<file path="src/hw/bus_seq_pkg.sv">
// Purpose: Shared constants and types for the CPU bus-cycle sequencer
// Assumes: One ref_clk cycle per CPU bus cycle
// Notes:   Bus offsets, stack counts and codes live here; the vector and stack byte indices are literals in the design
package bus_seq_pkg;

    // Fixed bus addresses
    localparam logic [15:0] VEC_DUMMY       = 16'hffff;
    localparam logic [15:0] VEC_TRAP_HI     = 16'hfffa;
    localparam logic [15:0] VEC_TRAP_LO     = 16'hfffb;

    // Value returned by any read of a write-only register
    localparam logic [7:0]  WO_READ         = 8'hff;

    // Instruction kinds presented with op_start
    localparam logic [2:0]  OP_IDLE_IRQ     = 3'h0;
    localparam logic [2:0]  OP_RETURN       = 3'h1;
    localparam logic [2:0]  OP_TRAP         = 3'h2;
    localparam logic [2:0]  OP_BRANCH       = 3'h3;
    localparam logic [2:0]  OP_BSR          = 3'h4;

    // Stack byte counts, as last index
    localparam logic [2:0]  STACK_LAST      = 3'h6;
    localparam logic [2:0]  BSR_LAST        = 3'h1;

    // Address and stack pointer deltas
    localparam logic [15:0] ONE_BYTE        = 16'h0001;
    localparam logic [15:0] TWO_BYTES       = 16'h0002;
    localparam logic [15:0] STACK_DELTA     = 16'h0007;

    // Reset values
    localparam logic [15:0] ADDR_RST        = 16'hffff;
    localparam logic [7:0]  BYTE_RST        = 8'h00;
    localparam logic [15:0] WORD_RST        = 16'h0000;

    // Sequencer states, one-hot
    typedef enum logic [7:0] {
        S_IDLE  = 8'h01,
        S_FETCH = 8'h02,
        S_DUMMY = 8'h04,
        S_PUSH  = 8'h08,
        S_PULL  = 8'h10,
        S_WAIT  = 8'h20,
        S_VEC   = 8'h40,
        S_LAST  = 8'h80
    } seq_state_t;

endpackage

</file>
<file path="src/hw/clear_sync.sv">
// Purpose: Brings the power-on clear pin into the ref_clk domain
// Assumes: Pin is active low and asynchronous to ref_clk
// Notes:   Output stays low until two edges see the pin released
`timescale 1ns/100ps
module clear_sync (
    // Clock and reset
    input  wire logic ref_clk,
    input  wire logic rst,
    // Pin and result
    input  wire logic power_on_clear_input_n,
    output logic      run_ok
);
    logic meta_r;
    logic meta_nxt;
    logic run_nxt;

    always_comb begin
        meta_nxt = power_on_clear_input_n;
        run_nxt  = meta_r;
    end

    // Sampled on the clock, so nothing takes effect before the clock runs
    always_ff @(posedge ref_clk or posedge rst) begin
        if (rst) begin
            meta_r <= 1'b0;
            run_ok <= 1'b0;
        end else begin
            meta_r <= meta_nxt;
            run_ok <= run_nxt;
        end
    end

endmodule

</file>
<file path="src/hw/bus_cycle_seq.sv">
// Purpose: Sequences bus cycles for interrupt wait, return, trap and branches
// Assumes: Core pulses op_start in idle with kind, opcode address and registers
// Notes:   Memory answers din in the same cycle the address is presented
// Functional notes
// - Interrupt wait fetches, does a dummy at ffff, pushes seven bytes, then waits.
// - Return reads seven bytes from sp+1 to sp+7 then fetches at the return address.
// - Trap pushes seven bytes, reads its vector at fffa and fffb, then fetches there.
// - Cycle two is a dummy at ffff with both strobes off; strobes follow direction.
// - A conditional branch takes three cycles ending at the target or the next opcode.
// - Branch to subroutine pushes return low at sp and high at sp-1 in five cycles.
// - A read of a write-only register yields ff whatever is stored.
// - The clear pin is sampled on the internal clock before it acts.
`timescale 1ns/100ps
module bus_cycle_seq (
    // Clock and reset
    input  wire logic        ref_clk,
    input  wire logic        rst,
    input  wire logic        power_on_clear_input_n,
    // Instruction request
    input  wire logic        op_start,
    input  wire logic [2:0]  op_kind,
    input  wire logic [15:0] op_addr,
    input  wire logic        branch_test,
    input  wire logic [15:0] sp_in,
    input  wire logic [15:0] x_in,
    input  wire logic [7:0]  a_in,
    input  wire logic [7:0]  b_in,
    input  wire logic [7:0]  ccr_in,
    input  wire logic        irq_pending,
    input  wire logic [15:0] irq_vector,
    output logic             busy,
    // External bus
    output logic [15:0]      addr_r,
    output logic             rw_r,
    output logic             rd_n_r,
    output logic             wr_n_r,
    output logic [7:0]       dout_r,
    input  wire logic [7:0]  din,
    input  wire logic        wo_hit,
    // Results
    output logic             done_r,
    output logic [15:0]      pc_out_r,
    output logic [15:0]      sp_out_r,
    output logic [15:0]      x_out_r,
    output logic [7:0]       a_out_r,
    output logic [7:0]       b_out_r,
    output logic [7:0]       ccr_out_r
);
    bus_seq_pkg::seq_state_t st_r, st_nxt;
    logic [2:0]  idx_r, idx_nxt;
    logic [2:0]  kind_r, kind_nxt;
    logic        test_r, test_nxt;
    logic [15:0] opa_r, opa_nxt;
    logic [15:0] sp_r, sp_nxt;
    logic [15:0] x_r, x_nxt;
    logic [7:0]  a_r, a_nxt;
    logic [7:0]  b_r, b_nxt;
    logic [7:0]  ccr_r, ccr_nxt;
    logic [15:0] vbase_r, vbase_nxt;
    logic [7:0]  off_r, off_nxt;
    logic [7:0]  vhi_r, vhi_nxt;
    logic [7:0]  rhi_r, rhi_nxt;
    logic [15:0] addr_nxt;
    logic        rw_nxt;
    logic        rd_n_nxt;
    logic        wr_n_nxt;
    logic [7:0]  dout_nxt;
    logic        done_nxt;
    logic [15:0] pc_out_nxt;
    logic [15:0] sp_out_nxt;
    logic [15:0] x_out_nxt;
    logic [7:0]  a_out_nxt;
    logic [7:0]  b_out_nxt;
    logic [7:0]  ccr_out_nxt;
    logic        run_ok;
    logic [7:0]  rd_val;
    logic [15:0] ret_addr;
    logic [15:0] br_tgt;

    clear_sync u_clear_sync (
        .ref_clk                (ref_clk),
        .rst                    (rst),
        .power_on_clear_input_n (power_on_clear_input_n),
        .run_ok                 (run_ok)
    );

    assign rd_val   = wo_hit ? bus_seq_pkg::WO_READ : din;
    assign busy     = (st_r != bus_seq_pkg::S_IDLE);
    assign br_tgt   = 16'(opa_r + bus_seq_pkg::TWO_BYTES + {{8{off_r[7]}}, off_r});
    assign ret_addr = (kind_r == bus_seq_pkg::OP_BSR) ?
                      16'(opa_r + bus_seq_pkg::TWO_BYTES) :
                      16'(opa_r + bus_seq_pkg::ONE_BYTE);

    function automatic logic [7:0] push_sel(input logic [2:0] i, input logic [15:0] ra,
                                            input logic [15:0] xv, input logic [7:0] av,
                                            input logic [7:0] bv, input logic [7:0] cv);
        logic [7:0] v;
        v = cv;
        case (i)
            3'h0:    v = ra[7:0];
            3'h1:    v = ra[15:8];
            3'h2:    v = xv[7:0];
            3'h3:    v = xv[15:8];
            3'h4:    v = av;
            3'h5:    v = bv;
            default: v = cv;
        endcase
        return v;
    endfunction

    always_comb begin
        st_nxt      = st_r;
        idx_nxt     = idx_r;
        kind_nxt    = kind_r;
        test_nxt    = test_r;
        opa_nxt     = opa_r;
        sp_nxt      = sp_r;
        x_nxt       = x_r;
        a_nxt       = a_r;
        b_nxt       = b_r;
        ccr_nxt     = ccr_r;
        vbase_nxt   = vbase_r;
        off_nxt     = off_r;
        vhi_nxt     = vhi_r;
        rhi_nxt     = rhi_r;
        pc_out_nxt  = pc_out_r;
        sp_out_nxt  = sp_out_r;
        x_out_nxt   = x_out_r;
        a_out_nxt   = a_out_r;
        b_out_nxt   = b_out_r;
        ccr_out_nxt = ccr_out_r;
        done_nxt    = 1'b0;
        unique case (st_r)
            bus_seq_pkg::S_IDLE: begin
                if (op_start) begin
                    kind_nxt  = op_kind;
                    test_nxt  = branch_test;
                    opa_nxt   = op_addr;
                    sp_nxt    = sp_in;
                    x_nxt     = x_in;
                    a_nxt     = a_in;
                    b_nxt     = b_in;
                    ccr_nxt   = ccr_in;
                    vbase_nxt = bus_seq_pkg::VEC_TRAP_HI;
                    st_nxt    = bus_seq_pkg::S_FETCH;
                end
            end
            bus_seq_pkg::S_FETCH: begin
                off_nxt = rd_val;
                st_nxt  = bus_seq_pkg::S_DUMMY;
            end
            bus_seq_pkg::S_DUMMY: begin
                idx_nxt = 3'h0;
                if (kind_r == bus_seq_pkg::OP_BRANCH) begin
                    st_nxt = bus_seq_pkg::S_LAST;
                end else if (kind_r == bus_seq_pkg::OP_RETURN) begin
                    st_nxt = bus_seq_pkg::S_PULL;
                end else begin
                    st_nxt = bus_seq_pkg::S_PUSH;
                end
            end
            bus_seq_pkg::S_PUSH: begin
                if (kind_r == bus_seq_pkg::OP_BSR && idx_r == bus_seq_pkg::BSR_LAST) begin
                    st_nxt = bus_seq_pkg::S_LAST;
                end else if (idx_r == bus_seq_pkg::STACK_LAST) begin
                    idx_nxt = 3'h0;
                    st_nxt  = (kind_r == bus_seq_pkg::OP_TRAP) ? bus_seq_pkg::S_VEC :
                              bus_seq_pkg::S_WAIT;
                end else begin
                    idx_nxt = 3'(idx_r + 3'h1);
                end
            end
            bus_seq_pkg::S_PULL: begin
                case (idx_r)
                    3'h0:    ccr_out_nxt = rd_val;
                    3'h1:    b_out_nxt = rd_val;
                    3'h2:    a_out_nxt = rd_val;
                    3'h3:    x_out_nxt[15:8] = rd_val;
                    3'h4:    x_out_nxt[7:0] = rd_val;
                    3'h5:    rhi_nxt = rd_val;
                    default: rhi_nxt = rhi_r;
                endcase
                if (idx_r == bus_seq_pkg::STACK_LAST) begin
                    st_nxt = bus_seq_pkg::S_LAST;
                end else begin
                    idx_nxt = 3'(idx_r + 3'h1);
                end
            end
            bus_seq_pkg::S_WAIT: begin
                if (irq_pending) begin
                    vbase_nxt = irq_vector;
                    idx_nxt   = 3'h0;
                    st_nxt    = bus_seq_pkg::S_VEC;
                end
            end
            bus_seq_pkg::S_VEC: begin
                if (idx_r == 3'h0) begin
                    vhi_nxt = rd_val;
                    idx_nxt = 3'h1;
                end else begin
                    st_nxt = bus_seq_pkg::S_LAST;
                end
            end
            bus_seq_pkg::S_LAST: begin
                st_nxt = bus_seq_pkg::S_IDLE;
            end
            default: begin
                st_nxt = bus_seq_pkg::S_IDLE;
            end
        endcase
        if (!run_ok) begin
            st_nxt  = bus_seq_pkg::S_IDLE;
            idx_nxt = 3'h0;
        end

        // Bus levels for the cycle that st_nxt presents
        addr_nxt = bus_seq_pkg::VEC_DUMMY;
        rw_nxt   = 1'b1;
        rd_n_nxt = 1'b1;
        wr_n_nxt = 1'b1;
        dout_nxt = dout_r;
        unique case (st_nxt)
            bus_seq_pkg::S_FETCH: begin
                addr_nxt = 16'(opa_nxt + bus_seq_pkg::ONE_BYTE);
                rd_n_nxt = 1'b0;
            end
            bus_seq_pkg::S_PUSH: begin
                addr_nxt = 16'(sp_nxt - {13'h0, idx_nxt});
                rw_nxt   = 1'b0;
                wr_n_nxt = 1'b0;
                dout_nxt = push_sel(idx_nxt, ret_addr, x_nxt, a_nxt, b_nxt, ccr_nxt);
            end
            bus_seq_pkg::S_PULL: begin
                addr_nxt = 16'(sp_nxt + bus_seq_pkg::ONE_BYTE + {13'h0, idx_nxt});
                rd_n_nxt = 1'b0;
            end
            bus_seq_pkg::S_VEC: begin
                addr_nxt = 16'(vbase_nxt + {13'h0, idx_nxt});
                rd_n_nxt = 1'b0;
            end
            bus_seq_pkg::S_LAST: begin
                rd_n_nxt = 1'b0;
                done_nxt = 1'b1;
                if (kind_r == bus_seq_pkg::OP_BRANCH) begin
                    addr_nxt   = test_r ? br_tgt : 16'(opa_r + bus_seq_pkg::TWO_BYTES);
                    sp_out_nxt = sp_r;
                end else if (kind_r == bus_seq_pkg::OP_BSR) begin
                    addr_nxt   = br_tgt;
                    sp_out_nxt = 16'(sp_r - bus_seq_pkg::TWO_BYTES);
                end else if (kind_r == bus_seq_pkg::OP_RETURN) begin
                    addr_nxt   = {rhi_r, rd_val};
                    sp_out_nxt = 16'(sp_r + bus_seq_pkg::STACK_DELTA);
                end else begin
                    addr_nxt   = {vhi_r, rd_val};
                    sp_out_nxt = 16'(sp_r - bus_seq_pkg::STACK_DELTA);
                end
                pc_out_nxt = addr_nxt;
            end
            default: begin
                addr_nxt = bus_seq_pkg::VEC_DUMMY;
            end
        endcase
    end

    always_ff @(posedge ref_clk or posedge rst) begin
        if (rst) begin
            st_r      <= bus_seq_pkg::S_IDLE;
            idx_r     <= 3'h0;
            kind_r    <= bus_seq_pkg::OP_BRANCH;
            test_r    <= 1'b0;
            opa_r     <= bus_seq_pkg::WORD_RST;
            sp_r      <= bus_seq_pkg::WORD_RST;
            x_r       <= bus_seq_pkg::WORD_RST;
            a_r       <= bus_seq_pkg::BYTE_RST;
            b_r       <= bus_seq_pkg::BYTE_RST;
            ccr_r     <= bus_seq_pkg::BYTE_RST;
            vbase_r   <= bus_seq_pkg::VEC_TRAP_HI;
            off_r     <= bus_seq_pkg::BYTE_RST;
            vhi_r     <= bus_seq_pkg::BYTE_RST;
            rhi_r     <= bus_seq_pkg::BYTE_RST;
            addr_r    <= bus_seq_pkg::ADDR_RST;
            rw_r      <= 1'b1;
            rd_n_r    <= 1'b1;
            wr_n_r    <= 1'b1;
            dout_r    <= bus_seq_pkg::BYTE_RST;
            done_r    <= 1'b0;
            pc_out_r  <= bus_seq_pkg::WORD_RST;
            sp_out_r  <= bus_seq_pkg::WORD_RST;
            x_out_r   <= bus_seq_pkg::WORD_RST;
            a_out_r   <= bus_seq_pkg::BYTE_RST;
            b_out_r   <= bus_seq_pkg::BYTE_RST;
            ccr_out_r <= bus_seq_pkg::BYTE_RST;
        end else begin
            st_r      <= st_nxt;
            idx_r     <= idx_nxt;
            kind_r    <= kind_nxt;
            test_r    <= test_nxt;
            opa_r     <= opa_nxt;
            sp_r      <= sp_nxt;
            x_r       <= x_nxt;
            a_r       <= a_nxt;
            b_r       <= b_nxt;
            ccr_r     <= ccr_nxt;
            vbase_r   <= vbase_nxt;
            off_r     <= off_nxt;
            vhi_r     <= vhi_nxt;
            rhi_r     <= rhi_nxt;
            addr_r    <= addr_nxt;
            rw_r      <= rw_nxt;
            rd_n_r    <= rd_n_nxt;
            wr_n_r    <= wr_n_nxt;
            dout_r    <= dout_nxt;
            done_r    <= done_nxt;
            pc_out_r  <= pc_out_nxt;
            sp_out_r  <= sp_out_nxt;
            x_out_r   <= x_out_nxt;
            a_out_r   <= a_out_nxt;
            b_out_r   <= b_out_nxt;
            ccr_out_r <= ccr_out_nxt;
        end
    end

    property p_wait_seq;
        @(posedge ref_clk) disable iff (rst)
        (st_r == bus_seq_pkg::S_IDLE && op_start && op_kind == bus_seq_pkg::OP_IDLE_IRQ && run_ok)
        |=> (st_r == bus_seq_pkg::S_FETCH) ##1 (addr_r == bus_seq_pkg::VEC_DUMMY)
            ##1 (!wr_n_r)[*7] ##1 (st_r == bus_seq_pkg::S_WAIT);
    endproperty
    a_wait_seq: assert property (p_wait_seq) else $error("wait sequence wrong");

    property p_return_len;
        @(posedge ref_clk) disable iff (rst || !run_ok)
        (st_r == bus_seq_pkg::S_IDLE && op_start && op_kind == bus_seq_pkg::OP_RETURN)
        |-> ##3 (addr_r == 16'(sp_r + bus_seq_pkg::ONE_BYTE)) ##7 (done_r && !rd_n_r);
    endproperty
    a_return_len: assert property (p_return_len) else $error("return length wrong");

    property p_trap_vec;
        @(posedge ref_clk) disable iff (rst || !run_ok)
        (st_r == bus_seq_pkg::S_IDLE && op_start && op_kind == bus_seq_pkg::OP_TRAP)
        |-> ##10 (addr_r == bus_seq_pkg::VEC_TRAP_HI) ##1 (addr_r == bus_seq_pkg::VEC_TRAP_LO)
            ##1 done_r;
    endproperty
    a_trap_vec: assert property (p_trap_vec) else $error("trap vector wrong");

    property p_dummy;
        @(posedge ref_clk) disable iff (rst)
        (st_r == bus_seq_pkg::S_DUMMY) |->
        (addr_r == bus_seq_pkg::VEC_DUMMY && rd_n_r && wr_n_r && rw_r);
    endproperty
    a_dummy: assert property (p_dummy) else $error("dummy cycle wrong");

    property p_strobes;
        @(posedge ref_clk) disable iff (rst)
        (rw_r |-> wr_n_r) and (!rw_r |-> (!wr_n_r && rd_n_r));
    endproperty
    a_strobes: assert property (p_strobes) else $error("strobe level wrong");

    property p_branch;
        @(posedge ref_clk) disable iff (rst || !run_ok)
        (st_r == bus_seq_pkg::S_IDLE && op_start && op_kind == bus_seq_pkg::OP_BRANCH && !branch_test)
        |-> ##3 (done_r && addr_r == 16'(opa_r + bus_seq_pkg::TWO_BYTES)) ##1 !busy;
    endproperty
    a_branch: assert property (p_branch) else $error("branch cycle wrong");

    property p_bsr;
        @(posedge ref_clk) disable iff (rst || !run_ok)
        (st_r == bus_seq_pkg::S_IDLE && op_start && op_kind == bus_seq_pkg::OP_BSR)
        |-> ##3 (addr_r == sp_r && !wr_n_r) ##1 (addr_r == 16'(sp_r - bus_seq_pkg::ONE_BYTE))
            ##1 (done_r && sp_out_r == 16'(sp_r - bus_seq_pkg::TWO_BYTES));
    endproperty
    a_bsr: assert property (p_bsr) else $error("subroutine push wrong");

    property p_wo_read;
        @(posedge ref_clk) disable iff (rst)
        (st_r == bus_seq_pkg::S_FETCH && wo_hit && run_ok) |=> (off_r == bus_seq_pkg::WO_READ);
    endproperty
    a_wo_read: assert property (p_wo_read) else $error("write-only read not ff");

    property p_clear;
        @(posedge ref_clk) disable iff (rst)
        (!run_ok) |=> (st_r == bus_seq_pkg::S_IDLE && !done_r);
    endproperty
    a_clear: assert property (p_clear) else $error("clear did not idle");

    property p_sp_return;
        @(posedge ref_clk) disable iff (rst)
        (done_r && kind_r == bus_seq_pkg::OP_RETURN) |->
        (sp_out_r == 16'(sp_r + bus_seq_pkg::STACK_DELTA));
    endproperty
    a_sp_return: assert property (p_sp_return) else $error("return sp wrong");

endmodule

</file>
<file path="config.mk">
export PLATFORM = sky130hd
export DESIGN_NAME = bus_cycle_seq
export DESIGN_NICKNAME = d
export VERILOG_FILES = /design/src/hw/bus_seq_pkg.sv /design/src/hw/clear_sync.sv /design/src/hw/bus_cycle_seq.sv
export SDC_FILE = /design/constraint.sdc
export NUM_CORES = 1
export LEC_CHECK = 0
export BUFFER_PORTS_ARGS = -buffer_cell sky130_fd_sc_hd__buf_4
export CORE_ASPECT_RATIO = 2
export CORE_MARGIN = 1
export CORE_UTILIZATION = 45
export CTS_CLUSTER_SIZE = 20
export DETAILED_ROUTE_END_ITERATION = 6
export GPL_ROUTABILITY_DRIVEN = 1
export GPL_TIMING_DRIVEN = 0
export PLACE_DENSITY_LB_ADDON = 0.2
export SLEW_MARGIN = 20
export SYNTH_ARGS = -nofsm -noshare
export SYNTH_HDL_FRONTEND = slang
export SYNTH_SLANG_ARGS = --single-unit
</file>
<file path="constraint.sdc">
create_clock -name ref_clk -period 7.2 [get_ports ref_clk]
set_input_delay 0 -clock ref_clk [delete_from_list [all_inputs] [get_ports ref_clk]]
set_output_delay 0 -clock ref_clk [all_outputs]
set_load 0.01 [all_outputs]
</file>
==> results.json, run 1 <==
{
  "outcome": "finished clean",
  "synth.most_common_cell": "nand2_1",
  "antenna_left": 0,
  "max_slew.worst_pin.slew_ps": 1160,
  "synth_area_um2": 14200,
  "port_buffers": 203,
  "placementRows": 91,
  "peakVddDrop_v": 0.000232,
  "drive_above_1_share_pct": 16.9,
  "initial_core_util_pct": 45.9,
  "crit_family": "buffers and inverters",
  "cp-start-kind": "register",
  "intPower_w": 0.00286,
  "ys_warn_count": 0,
  "die_w_um": 128,
  "synth_area_per_cell_um2": 8.44,
  "power_w": 0.00478,
  "seqPwrFrac_pct": 33.2,
  "dieArea_um2": 32300,
  "grt_use_total_pct": 36.4,
  "antenna_found_initial": 0,
  "critical_path_buf_inv_count": 7,
  "num_vias": 14432,
  "arrival_ps": 7050,
  "synth-seq-cells": 228,
  "fin_skew_ps": 16.3,
  "hp-class": "in -> reg",
  "power_density_nw_per_um2": 263,
  "path_cells": "buf_2 > or4b_1 > buf_2 > nor3_4 > buf_2 > buf_2 > buf_2 > buf_2 > mux2i_1 > inv_1 > ha_1 > nor2b_1 > o21a_1 > a2111oi_1 > nand4b_1 > nor2_1 > nand3_1 > xnor2_1 > o211ai_1",
  "path_class": "reg -> reg",
  "drt-pass1-iter-count": 5,
  "die_y_um": 253,
  "antenna_cells": 0,
  "grt_overflow": 0,
  "async_flop_share_pct": 100,
  "drc": 0,
  "synth_top_area_share_pct": 34.0,
  "p_sw_share_pct": 40.1,
  "cp_common_cell": "buf_2",
  "root_buffer": "clkbuf_16",
  "placed_cell_area_um2": 16400,
  "cp_max_fo": 10,
  "synth_nets": 1843,
  "rsz0062_at_grt": "false",
  "ys.flop_type": "dfrtp_1",
  "maxCapViolCount": 0,
  "clock-sinks": 228,
  "grt_pass1_wl_mm": 87.1,
  "synth_seq_area_share_pct": 40.5,
  "h-tree-depth": 1,
  "synthTopCellsByCount": "nand2_1, dfrtp_1, nor2_1",
  "finalCriticalPeriod_ps": 6600,
  "slowest_stage": "a2111oi_1",
  "gp_congestion": 1.02,
  "cts_tree": "yes",
  "cts_buffers": 23,
  "clockPowerShare_pct": 26.0,
  "power_switching_w": 0.00192,
  "cts_resized": 0,
  "final-max-slew-violation-count": 0,
  "p_comb_share_pct": 40.8,
  "clockBufferDepth": 3,
  "period_share_pct": 91.7,
  "slew_headroom_pct": 22.0,
  "setup_viol": 0,
  "core_um2": 31000,
  "first_global_vias": 14693,
  "hpwl_mm": 43.5,
  "leakagePower_nw": 8.38,
  "fin_area_um2": 18200,
  "routed_wl_mm": 58.0,
  "wl_per_cell_um": 23.6,
  "grt_start_max_net_pins": 106,
  "synth_cell_types": 89,
  "critPathMaxStageDelay_ps": 680,
  "synth-edff-count": 0,
  "postSynthCellCount": 1684,
  "synth_area_leaders": "dfrtp_1, nand2_1, dfstp_2, o21ai_0, ha_1",
  "pin_count": 207,
  "drtIter0Drc": 1020,
  "postCtsSetupBuffers": 0,
  "syn_to_final_growth_pct": 27.9,
  "hold_violations": 0,
  "worstSkewPairLatency_ps": 560,
  "fin_nets": 2179,
  "clkTransAtPathRegs_ps": 60,
  "viasPerCell": 5.88,
  "postCtsHoldBufs": 103,
  "endpoint_kind": "register",
  "required_ps": 7640,
  "max_freq_mhz": 151,
  "yosysTopAreaCell": "dfrtp_1",
  "fill_cells": 2877
}
==> cells in the final DEF (no fill, tap or decap), drive strengths merged, types with 8 or more instances in the layout <==
cell / instances
nand2: 354
buf: 240
dfrtp: 193
nor2: 135
o21ai: 125
dlygate4sd3: 103
clkbuf: 94
a21oi: 74
inv: 62
xnor2: 57
nand3: 50
ha: 48
xor2: 39
mux2i: 39
nor3: 36
dfstp: 35
a31oi: 24
nor4: 23
o22ai: 20
and3: 17
nand4: 17
a21o: 15
a211oi: 15
nand2b: 14
nor2b: 13
o2111ai: 13
a221oi: 11
o221ai: 11
or2: 10
or3: 9
a211o: 9
o21a: 8
==> logic make-up after synthesis <==
kind of cell,share of synthesized area [%]
buffers and inverters,4.49
and+or+nand+nor,23.0
AOI/OAI and AO/OA,18.2
xor gates and xnor gates,5.92
adders and majority gates,4.93
DFF,40.5
muxes,3.06
==> power groups by stage <==
stage          registers (W)  clock network (W)  logic (W)
2_1_floorplan        0.00155                  0    0.00129
3_3_place_gp         0.00160                  0    0.00182
3_5_place_dp         0.00160                  0    0.00186
4_1_cts              0.00158            0.00125    0.00191
5_1_grt              0.00160            0.00130    0.00213
6_report             0.00159            0.00124    0.00195
==> state kept, by name, summed over array words and instances, names as in the netlist, 16 cells and up <==
signal,count
addr_r,16
opa_r,16
pc_out_r,16
vbase_r,16
x_out_r,16
sp_out_r,16
sp_r,16
x_r,16
==> path summary, 6_finish.rpt <==
path / cells past startpoint / end / startpoint / slack (ps)
worst max-delay path: 19 / addr_r[15]$_DFF_PP1_ / st_r[0]$_DFF_PP1_ / 600
worst min-delay path: 2 / st_r[0]$_DFF_PP1_ / op_start / 40
worst max register to register: 19 / addr_r[15]$_DFF_PP1_ / st_r[0]$_DFF_PP1_ / 600
worst min register to register: 0 / u_clear_sync.run_ok$_DFF_PP0_ / u_clear_sync.meta_r$_DFF_PP0_ / 350
max in group asynchronous: 5 / ccr_out_r[2]$_DFFE_PP0P_ / rst / 5800
min in group asynchronous: 4 / sp_r[14]$_DFF_PP0_ / rst / 580
==> stage by stage <==
step	worst slack [ps]	cells	setup TNS [ps]	hold WS [ps]	util (%)
2_1_floorplan	1010	1684	0	31.4	-
3_5_place_dp	782	2309	0	-29.9	52.8
5_1_grt	451	2455	0	81.1	58.7
3_3_place_gp	-1600	2305	-301950	111	52.5
4_1_cts	746	2454	0	1.80	58.6
6_report	596	2455	0	44.3	58.7
==> worst reg2reg max path: stages, from the launching register on <==
cell and delay, ps:
dfstp_2 540, buf_2 210, or4b_1 460, buf_2 220, nor3_4 400, buf_2 380, buf_2 380, buf_2 430
buf_2 380, mux2i_1 330, inv_1 160, ha_1 310, nor2b_1 130, o21a_1 190, a2111oi_1 680, nand4b_1 300
nor2_1 250, nand3_1 170, xnor2_1 460, o211ai_1 140
==> cell type report <==
cell class	instances	area (µm²)	share of cell area (%)
clock inverter	9	92.6	0.509
inverter	61	236	1.30
buffer	93	409	2.25
timing repair buffer	311	2630	14.5
sequential	228	5750	31.6
multi-input combinational	1302	7870	43.3
clock buffer	33	663	3.65
tap	418	523	2.88
==> metal layers <==
metal  part of all wire (%)  track usage, %  vias up
met2                     52            65.2      634
met4                    9.0            30.4        0
li1                       -               -     6608
met5                      0               0        -
met3                    5.0            5.03      242
met1                     34            37.1     6948
Power figures use the tool's default switching activity.
==> run 2: changes to the inputs <==
--- a/config.mk
+++ b/config.mk
@@ -13,7 +13,7 @@
 export DETAILED_ROUTE_END_ITERATION = 6
 export GPL_ROUTABILITY_DRIVEN = 1
 export GPL_TIMING_DRIVEN = 0
-export PLACE_DENSITY_LB_ADDON = 0.2
+export PLACE_DENSITY = 0.66
 export SLEW_MARGIN = 20
 export SYNTH_ARGS = -nofsm -noshare
 export SYNTH_HDL_FRONTEND = slang
==> run 2 against run 1 <==
Clock power about the same; sequential power about the same; total power up 0.20%; critical path depth unchanged; clock-buffer cell count up 2; core utilization down 0.11 points; highest routed layer unchanged.
==> results.json, run 2 (same netlist as run 1, synthesis figures left out) <==
{
  "outcome": "finished clean",
  "path_class": "reg -> reg",
  "dieArea_um2": 32300,
  "max_freq_mhz": 152,
  "stdcell_count": 2450,
  "max_slew.worst_pin.slew_ps": 1160,
  "pin_count": 207,
  "antenna_cells": 0,
  "fill_cells": 2893,
  "slowest_stage": "a2111oi_1",
  "antenna_found_initial": 0,
  "power_density_nw_per_um2": 264,
  "postCtsHoldBufs": 101,
  "h-tree-depth": 1,
  "required_ps": 7630,
  "rr_startpoint": "st_r[0]$_DFF_PP1_",
  "reg2reg_to": "addr_r[15]$_DFF_PP1_",
  "period_share_pct": 91.2,
  "layout_common_cells": "nand2_1, buf_4, dfrtp_1",
  "gp_congestion": 0.994,
  "drc": 0,
  "clockBufferDepth": 3,
  "cp_max_fo": 10,
  "cp_common_cell": "buf_2",
  "leakagePower_nw": 8.37,
  "viasPerCell": 5.88,
  "pre_cts_slack_ps": 762,
  "die_w_um": 128,
  "clock-sinks": 228,
  "maxCapViolCount": 0,
  "num_vias": 14404,
  "placementRows": 91,
  "grt_use_total_pct": 36.3,
  "endpoint_kind": "register",
  "initial_core_util_pct": 45.9,
  "drive_above_1_share_pct": 16.7,
  "cts_resized": 0,
  "final_util_pct": 58.6,
  "setup_slack_ps": 635,
  "whs_endpoint": "b_out_r[2]$_DFFE_PP0P_",
  "r2r_setup_slack_ps": 630,
  "first_global_vias": 14805,
  "drtIter0Drc": 866,
  "path_cells": "buf_2 > or4b_1 > buf_2 > nor3_4 > buf_2 > buf_2 > buf_2 > buf_2 > mux2i_1 > inv_1 > ha_1 > nor2b_1 > o21a_1 > a2111oi_1 > nand4b_1 > nor2_1 > nand3_1 > xnor2_1 > o211ai_1",
  "clkTransAtPathRegs_ps": 70,
  "finalCriticalPeriod_ps": 6570,
  "postCtsSetupBuffers": 0,
  "hold_violations": 0,
  "rr_worst_depth": 19,
  "critPathMaxStageDelay_ps": 730,
  "min_from": "din[2]",
  "rsz0062_at_grt": "false",
  "hold_depth": 3,
  "core_um2": 31000,
  "slew_headroom_pct": 21.7,
  "setup_viol": 0,
  "hp-class": "in -> reg",
  "hpwl_mm": 43.7,
  "dp.cells": 2309,
  "fin_skew_ps": 13.5,
  "cp-start-kind": "register",
  "final_common_cell": "nand2_1",
  "wl_per_cell_um": 23.6,
  "final-max-slew-violation-count": 0,
  "cts_buffers": 22,
  "cts_tree": "yes",
  "peakVddDrop_v": 0.000187,
  "routed_wl_mm": 57.9,
  "arrival_ps": 6990,
  "grt_pass1_wl_mm": 86.7,
  "antenna_left": 0,
  "syn_to_final_growth_pct": 27.7,
  "grt_overflow": 0,
  "fin_nets": 2175,
  "worstSkewPairLatency_ps": 530,
  "drt-pass1-iter-count": 6,
  "die_y_um": 253,
  "grt_start_max_net_pins": 93,
  "port_buffers": 203,
  "root_buffer": "clkbuf_16"
}
-- run 2: cell types whose count changed in the layout (fill, tap and decap cells not counted), sizes merged --
| cell | previous run | this run |
|---|---|---|
| inv | 62 | 61 |
| dlygate4sd3 | 103 | 101 |
| clkinv | 5 | 4 |
| clkinvlp | 2 | 0 |
| buf | 240 | 239 |
| clkbuf | 94 | 96 |
-- run 2: final cells by class --
type	count	area, µm²	area share (%)
clock buffers	35	703	3.88
clock inverters	5	62.6	0.345
plain buffers	93	409	2.25
inverters	61	236	1.30
well taps	418	523	2.88
repair buffers	308	2600	14.3
multi-input cells	1302	7860	43.3
flip-flops and latches	228	5750	31.7
-- run 2: worst max path at each step --
stage          cells after the start               from  slack [ps]                  endpoint
2_1_floorplan                      1                rst        1010    a_out_r[0]$_DFFE_PP0P_
3_3_place_gp                       2                rst       -1650  ccr_out_r[1]$_DFFE_PP0P_
3_5_place_dp                      19  st_r[0]$_DFF_PP1_         760      addr_r[15]$_DFF_PP1_
4_1_cts                           19  st_r[0]$_DFF_PP1_         730      addr_r[15]$_DFF_PP1_
5_1_grt                           19  st_r[0]$_DFF_PP1_         390      addr_r[15]$_DFF_PP1_
6_report                          19  st_r[0]$_DFF_PP1_         630      addr_r[15]$_DFF_PP1_
-- run 2: layer usage --
metal | vias to the layer above | GRT usage [%] | share of wire [%]
met4 | 0 | 31.7 | 9.8
met5 | - | 0 | 0
li1 | 6610 | - | -
met2 | 664 | 63.7 | 50
met3 | 247 | 4.65 | 5.5
met1 | 6883 | 37.8 | 34
-- run 2: stage by stage --
stage	TNS [ps]	hold WS, ps	area [µm²]	total power (W)
2_1_floorplan	0	31.4	14200	0.00284
3_5_place_dp	0	48.0	16400	0.00346
5_1_grt	0	4.37	18100	0.00503
4_1_cts	0	13.1	18100	0.00475
6_report	0	8.12	18100	0.00479
3_3_place_gp	-314050	111	16300	0.00342
-- run 2: power by group --
| part | switching (W) | internal (W) | total, W |
|---|---|---|---|
| Combinational | 0.00121 | 0.000736 | 0.00195 |
| Clock | 0.000540 | 0.000712 | 0.00125 |
| Sequential | 0.000149 | 0.00144 | 0.00159 |
| Total | 0.00190 | 0.00289 | 0.00479 |
-- run 2: critical path, delay by kind of cell, from the launching register on --
kind	cells	cell delay, ps
buffers and inverters	7	2110
and+or+nand+nor	6	1710
AOI/OAI and AO/OA	3	1050
DFF	1	530
xor gates and xnor gates	1	390
muxes	1	340
adders and majority gates	1	310
==> run 3: changes to the inputs <==
--- a/config.mk
+++ b/config.mk
@@ -8,12 +8,12 @@
 export BUFFER_PORTS_ARGS = -buffer_cell sky130_fd_sc_hd__buf_4
 export CORE_ASPECT_RATIO = 2
 export CORE_MARGIN = 1
-export CORE_UTILIZATION = 45
+export CORE_UTILIZATION = 30
 export CTS_CLUSTER_SIZE = 20
 export DETAILED_ROUTE_END_ITERATION = 6
 export GPL_ROUTABILITY_DRIVEN = 1
 export GPL_TIMING_DRIVEN = 0
-export PLACE_DENSITY = 0.66
+export PLACE_DENSITY = 0.48
 export SLEW_MARGIN = 20
 export SYNTH_ARGS = -nofsm -noshare
 export SYNTH_HDL_FRONTEND = slang
==> run 3 against run 2 <==
Global-route usage decreased by 9.7 points; non-clock buffer count increased by 1; core utilization decreased by 19 points; total power increased by 2.0%; register-to-register slack improved by 140 ps; maximum frequency increased by 2.3%; critical path type unchanged; routed wire length increased by 9.7%; highest routed layer unchanged; sequential power about the same.
==> results.json, run 3 (same netlist as run 1, synthesis figures left out) <==
{
  "outcome": "finished clean",
  "power_density_nw_per_um2": 264,
  "cts_buffers": 25,
  "clkTransAtPathRegs_ps": 60,
  "drive_above_1_share_pct": 16.9,
  "gp_congestion": 0.958,
  "maxCapViolCount": 0,
  "p_comb_share_pct": 40.6,
  "fin_nets": 2179,
  "clock-sinks": 228,
  "clockBufferDepth": 3,
  "grt_use_total_pct": 26.6,
  "port_buffers": 203,
  "peakVddDrop_v": 0.000200,
  "critical_path_buf_inv_count": 6,
  "first_global_vias": 14760,
  "path_cells": "buf_2 > or4b_1 > buf_2 > nor3_4 > buf_2 > buf_2 > buf_2 > buf_2 > o21ai_0 > ha_1 > nor3_1 > a211o_1 > o221ai_1 > nor4_1 > xnor2_1 > o22ai_1 > a211oi_1 > o211ai_1",
  "r2r_setup_slack_ps": 780,
  "p_sw_share_pct": 40.2,
  "viasPerCell": 5.32,
  "syn_to_final_growth_pct": 30.0,
  "crit_family": "buffers and inverters",
  "required_ps": 7610,
  "max_freq_mhz": 156,
  "hpwl_mm": 50.0,
  "root_buffer": "clkbuf_16",
  "drc": 0,
  "dieArea_um2": 48300,
  "max_slew.worst_pin.slew_ps": 1180,
  "placementRows": 112,
  "slowest_stage": "ha_1",
  "rsz0062_at_grt": "false",
  "die_w_um": 156,
  "drtIter0Drc": 778,
  "final-max-slew-violation-count": 0,
  "grt_pass1_wl_mm": 93.3,
  "grt_overflow": 0,
  "wl_per_cell_um": 23.9,
  "fin_area_um2": 18500,
  "cp-start-kind": "register",
  "core_um2": 46700,
  "reg2reg_to": "addr_r[15]$_DFF_PP1_",
  "period_share_pct": 89.2,
  "drt-pass1-iter-count": 7,
  "cp_num_cells": 18,
  "cp_max_fo": 10,
  "cp_common_cell": "buf_2",
  "path_class": "reg -> reg",
  "pin_count": 207,
  "cts_tree": "yes",
  "hp-class": "in -> async",
  "routed_wl_mm": 63.6,
  "arrival_ps": 6830,
  "hold_violations": 0,
  "critPathMaxStageDelay_ps": 530,
  "fin_skew_ps": 15.3,
  "h-tree-depth": 1,
  "setup_viol": 0,
  "finalCriticalPeriod_ps": 6420,
  "antenna_cells": 0,
  "slew_headroom_pct": 20.4,
  "antenna_found_initial": 1,
  "crit_path_start": "st_r[0]$_DFF_PP1_",
  "placed_cell_area_um2": 16600,
  "antenna_left": 0,
  "power_w": 0.00488,
  "stdcell_count": 2664,
  "seqPwrFrac_pct": 32.4,
  "rr_worst_depth": 18,
  "worstSkewPairLatency_ps": 550,
  "initial_core_util_pct": 30.5,
  "leakagePower_nw": 8.40,
  "fill_cells": 4925,
  "rr_startpoint": "st_r[0]$_DFF_PP1_",
  "num_vias": 14184,
  "crit_end": "addr_r[15]$_DFF_PP1_",
  "clockPowerShare_pct": 26.9,
  "layout_common_cells": "nand2_1, buf_4, dfrtp_1",
  "dp.cells": 2518,
  "grt_start_max_net_pins": 97,
  "power_switching_w": 0.00196,
  "die_y_um": 310,
  "final_common_cell": "nand2_1",
  "intPower_w": 0.00292,
  "endpoint_kind": "register"
}
[run 3: final cells by class]
type                            count  area (µm²)  area share (%)
Clock buffer                       33         686            3.71
Timing Repair Buffer              309        2620            14.2
Multi-Input combinational cell   1302        7870            42.6
Sequential cell                   228        5750            31.1
Clock inverter                     11         120           0.650
Inverter                           61         236            1.28
Tap cell                          627         785            4.25
Buffer                             93         409            2.22
[run 3: worst min path at each step]
stage,from,end,slack [ps],cells past startpoint
2_1_floorplan,power_on_clear_input_n,u_clear_sync.meta_r$_DFF_PP0_,30,0
5_1_grt,sp_in[2],sp_r[2]$_DFF_PP0_,50,3
3_5_place_dp,rst,sp_out_r[9]$_DFFE_PP0P_,70,2
6_report,rst,sp_out_r[1]$_DFFE_PP0P_,40,3
4_1_cts,sp_in[2],sp_r[2]$_DFF_PP0_,30,3
3_3_place_gp,power_on_clear_input_n,u_clear_sync.meta_r$_DFF_PP0_,110,1
[run 3: routing by layer]
| metal | wire [µm] | up-vias | part of all wire (%) | GRT usage (%) |
|---|---|---|---|---|
| met5 | 0 | - | 0 | 0 |
| met4 | 5730 | 0 | 9.0 | 21.1 |
| met3 | 2610 | 180 | 4.1 | 2.49 |
| met2 | 32600 | 519 | 51 | 48.8 |
| met1 | 22600 | 6856 | 36 | 27.3 |
| li1 | - | 6629 | - | - |
[run 3: power by group through the flow]
stage                     combinational (W)  clock [W]  sequential [W]
after floorplan                     0.00129          0         0.00155
after global placement              0.00189          0         0.00160
after detailed placement            0.00191          0         0.00160
after CTS                           0.00197    0.00135         0.00158
after global routing                0.00217    0.00139         0.00160
final                               0.00198    0.00132         0.00158
[run 3: timing repair]
item                                   4_1_cts  5_1_grt
resized for setup                            0        0
endpoints found under the hold margin      278        0
buffers inserted                             0        0
hold buffers                               102        0
[run 3: per-stage QoR]
| step | hold slack [ps] | util, % | worst slack [ps] | setup TNS [ps] |
|---|---|---|---|---|
| after floorplan | 31.4 | - | 1010 | 0 |
| after global placement | 113 | 35.4 | -2180 | -407780 |
| after detailed placement | 70.9 | 35.6 | 879 | 0 |
| after CTS | 28.3 | 39.5 | 847 | 0 |
| after global routing | 45.8 | 39.6 | 574 | 0 |
| final | 40.3 | 39.6 | 779 | 0 |
[run 3: worst reg2reg max path, stage by stage (launching register included)]
cell,delay (ps)
dfstp_2,510
buf_2,200
or4b_1,460
buf_2,210
nor3_4,380
buf_2,410
buf_2,370
buf_2,340
buf_2,410
o21ai_0,450
ha_1,530
nor3_1,270
a211o_1,220
o221ai_1,270
nor4_1,370
xnor2_1,190
o22ai_1,100
a211oi_1,370
o211ai_1,220
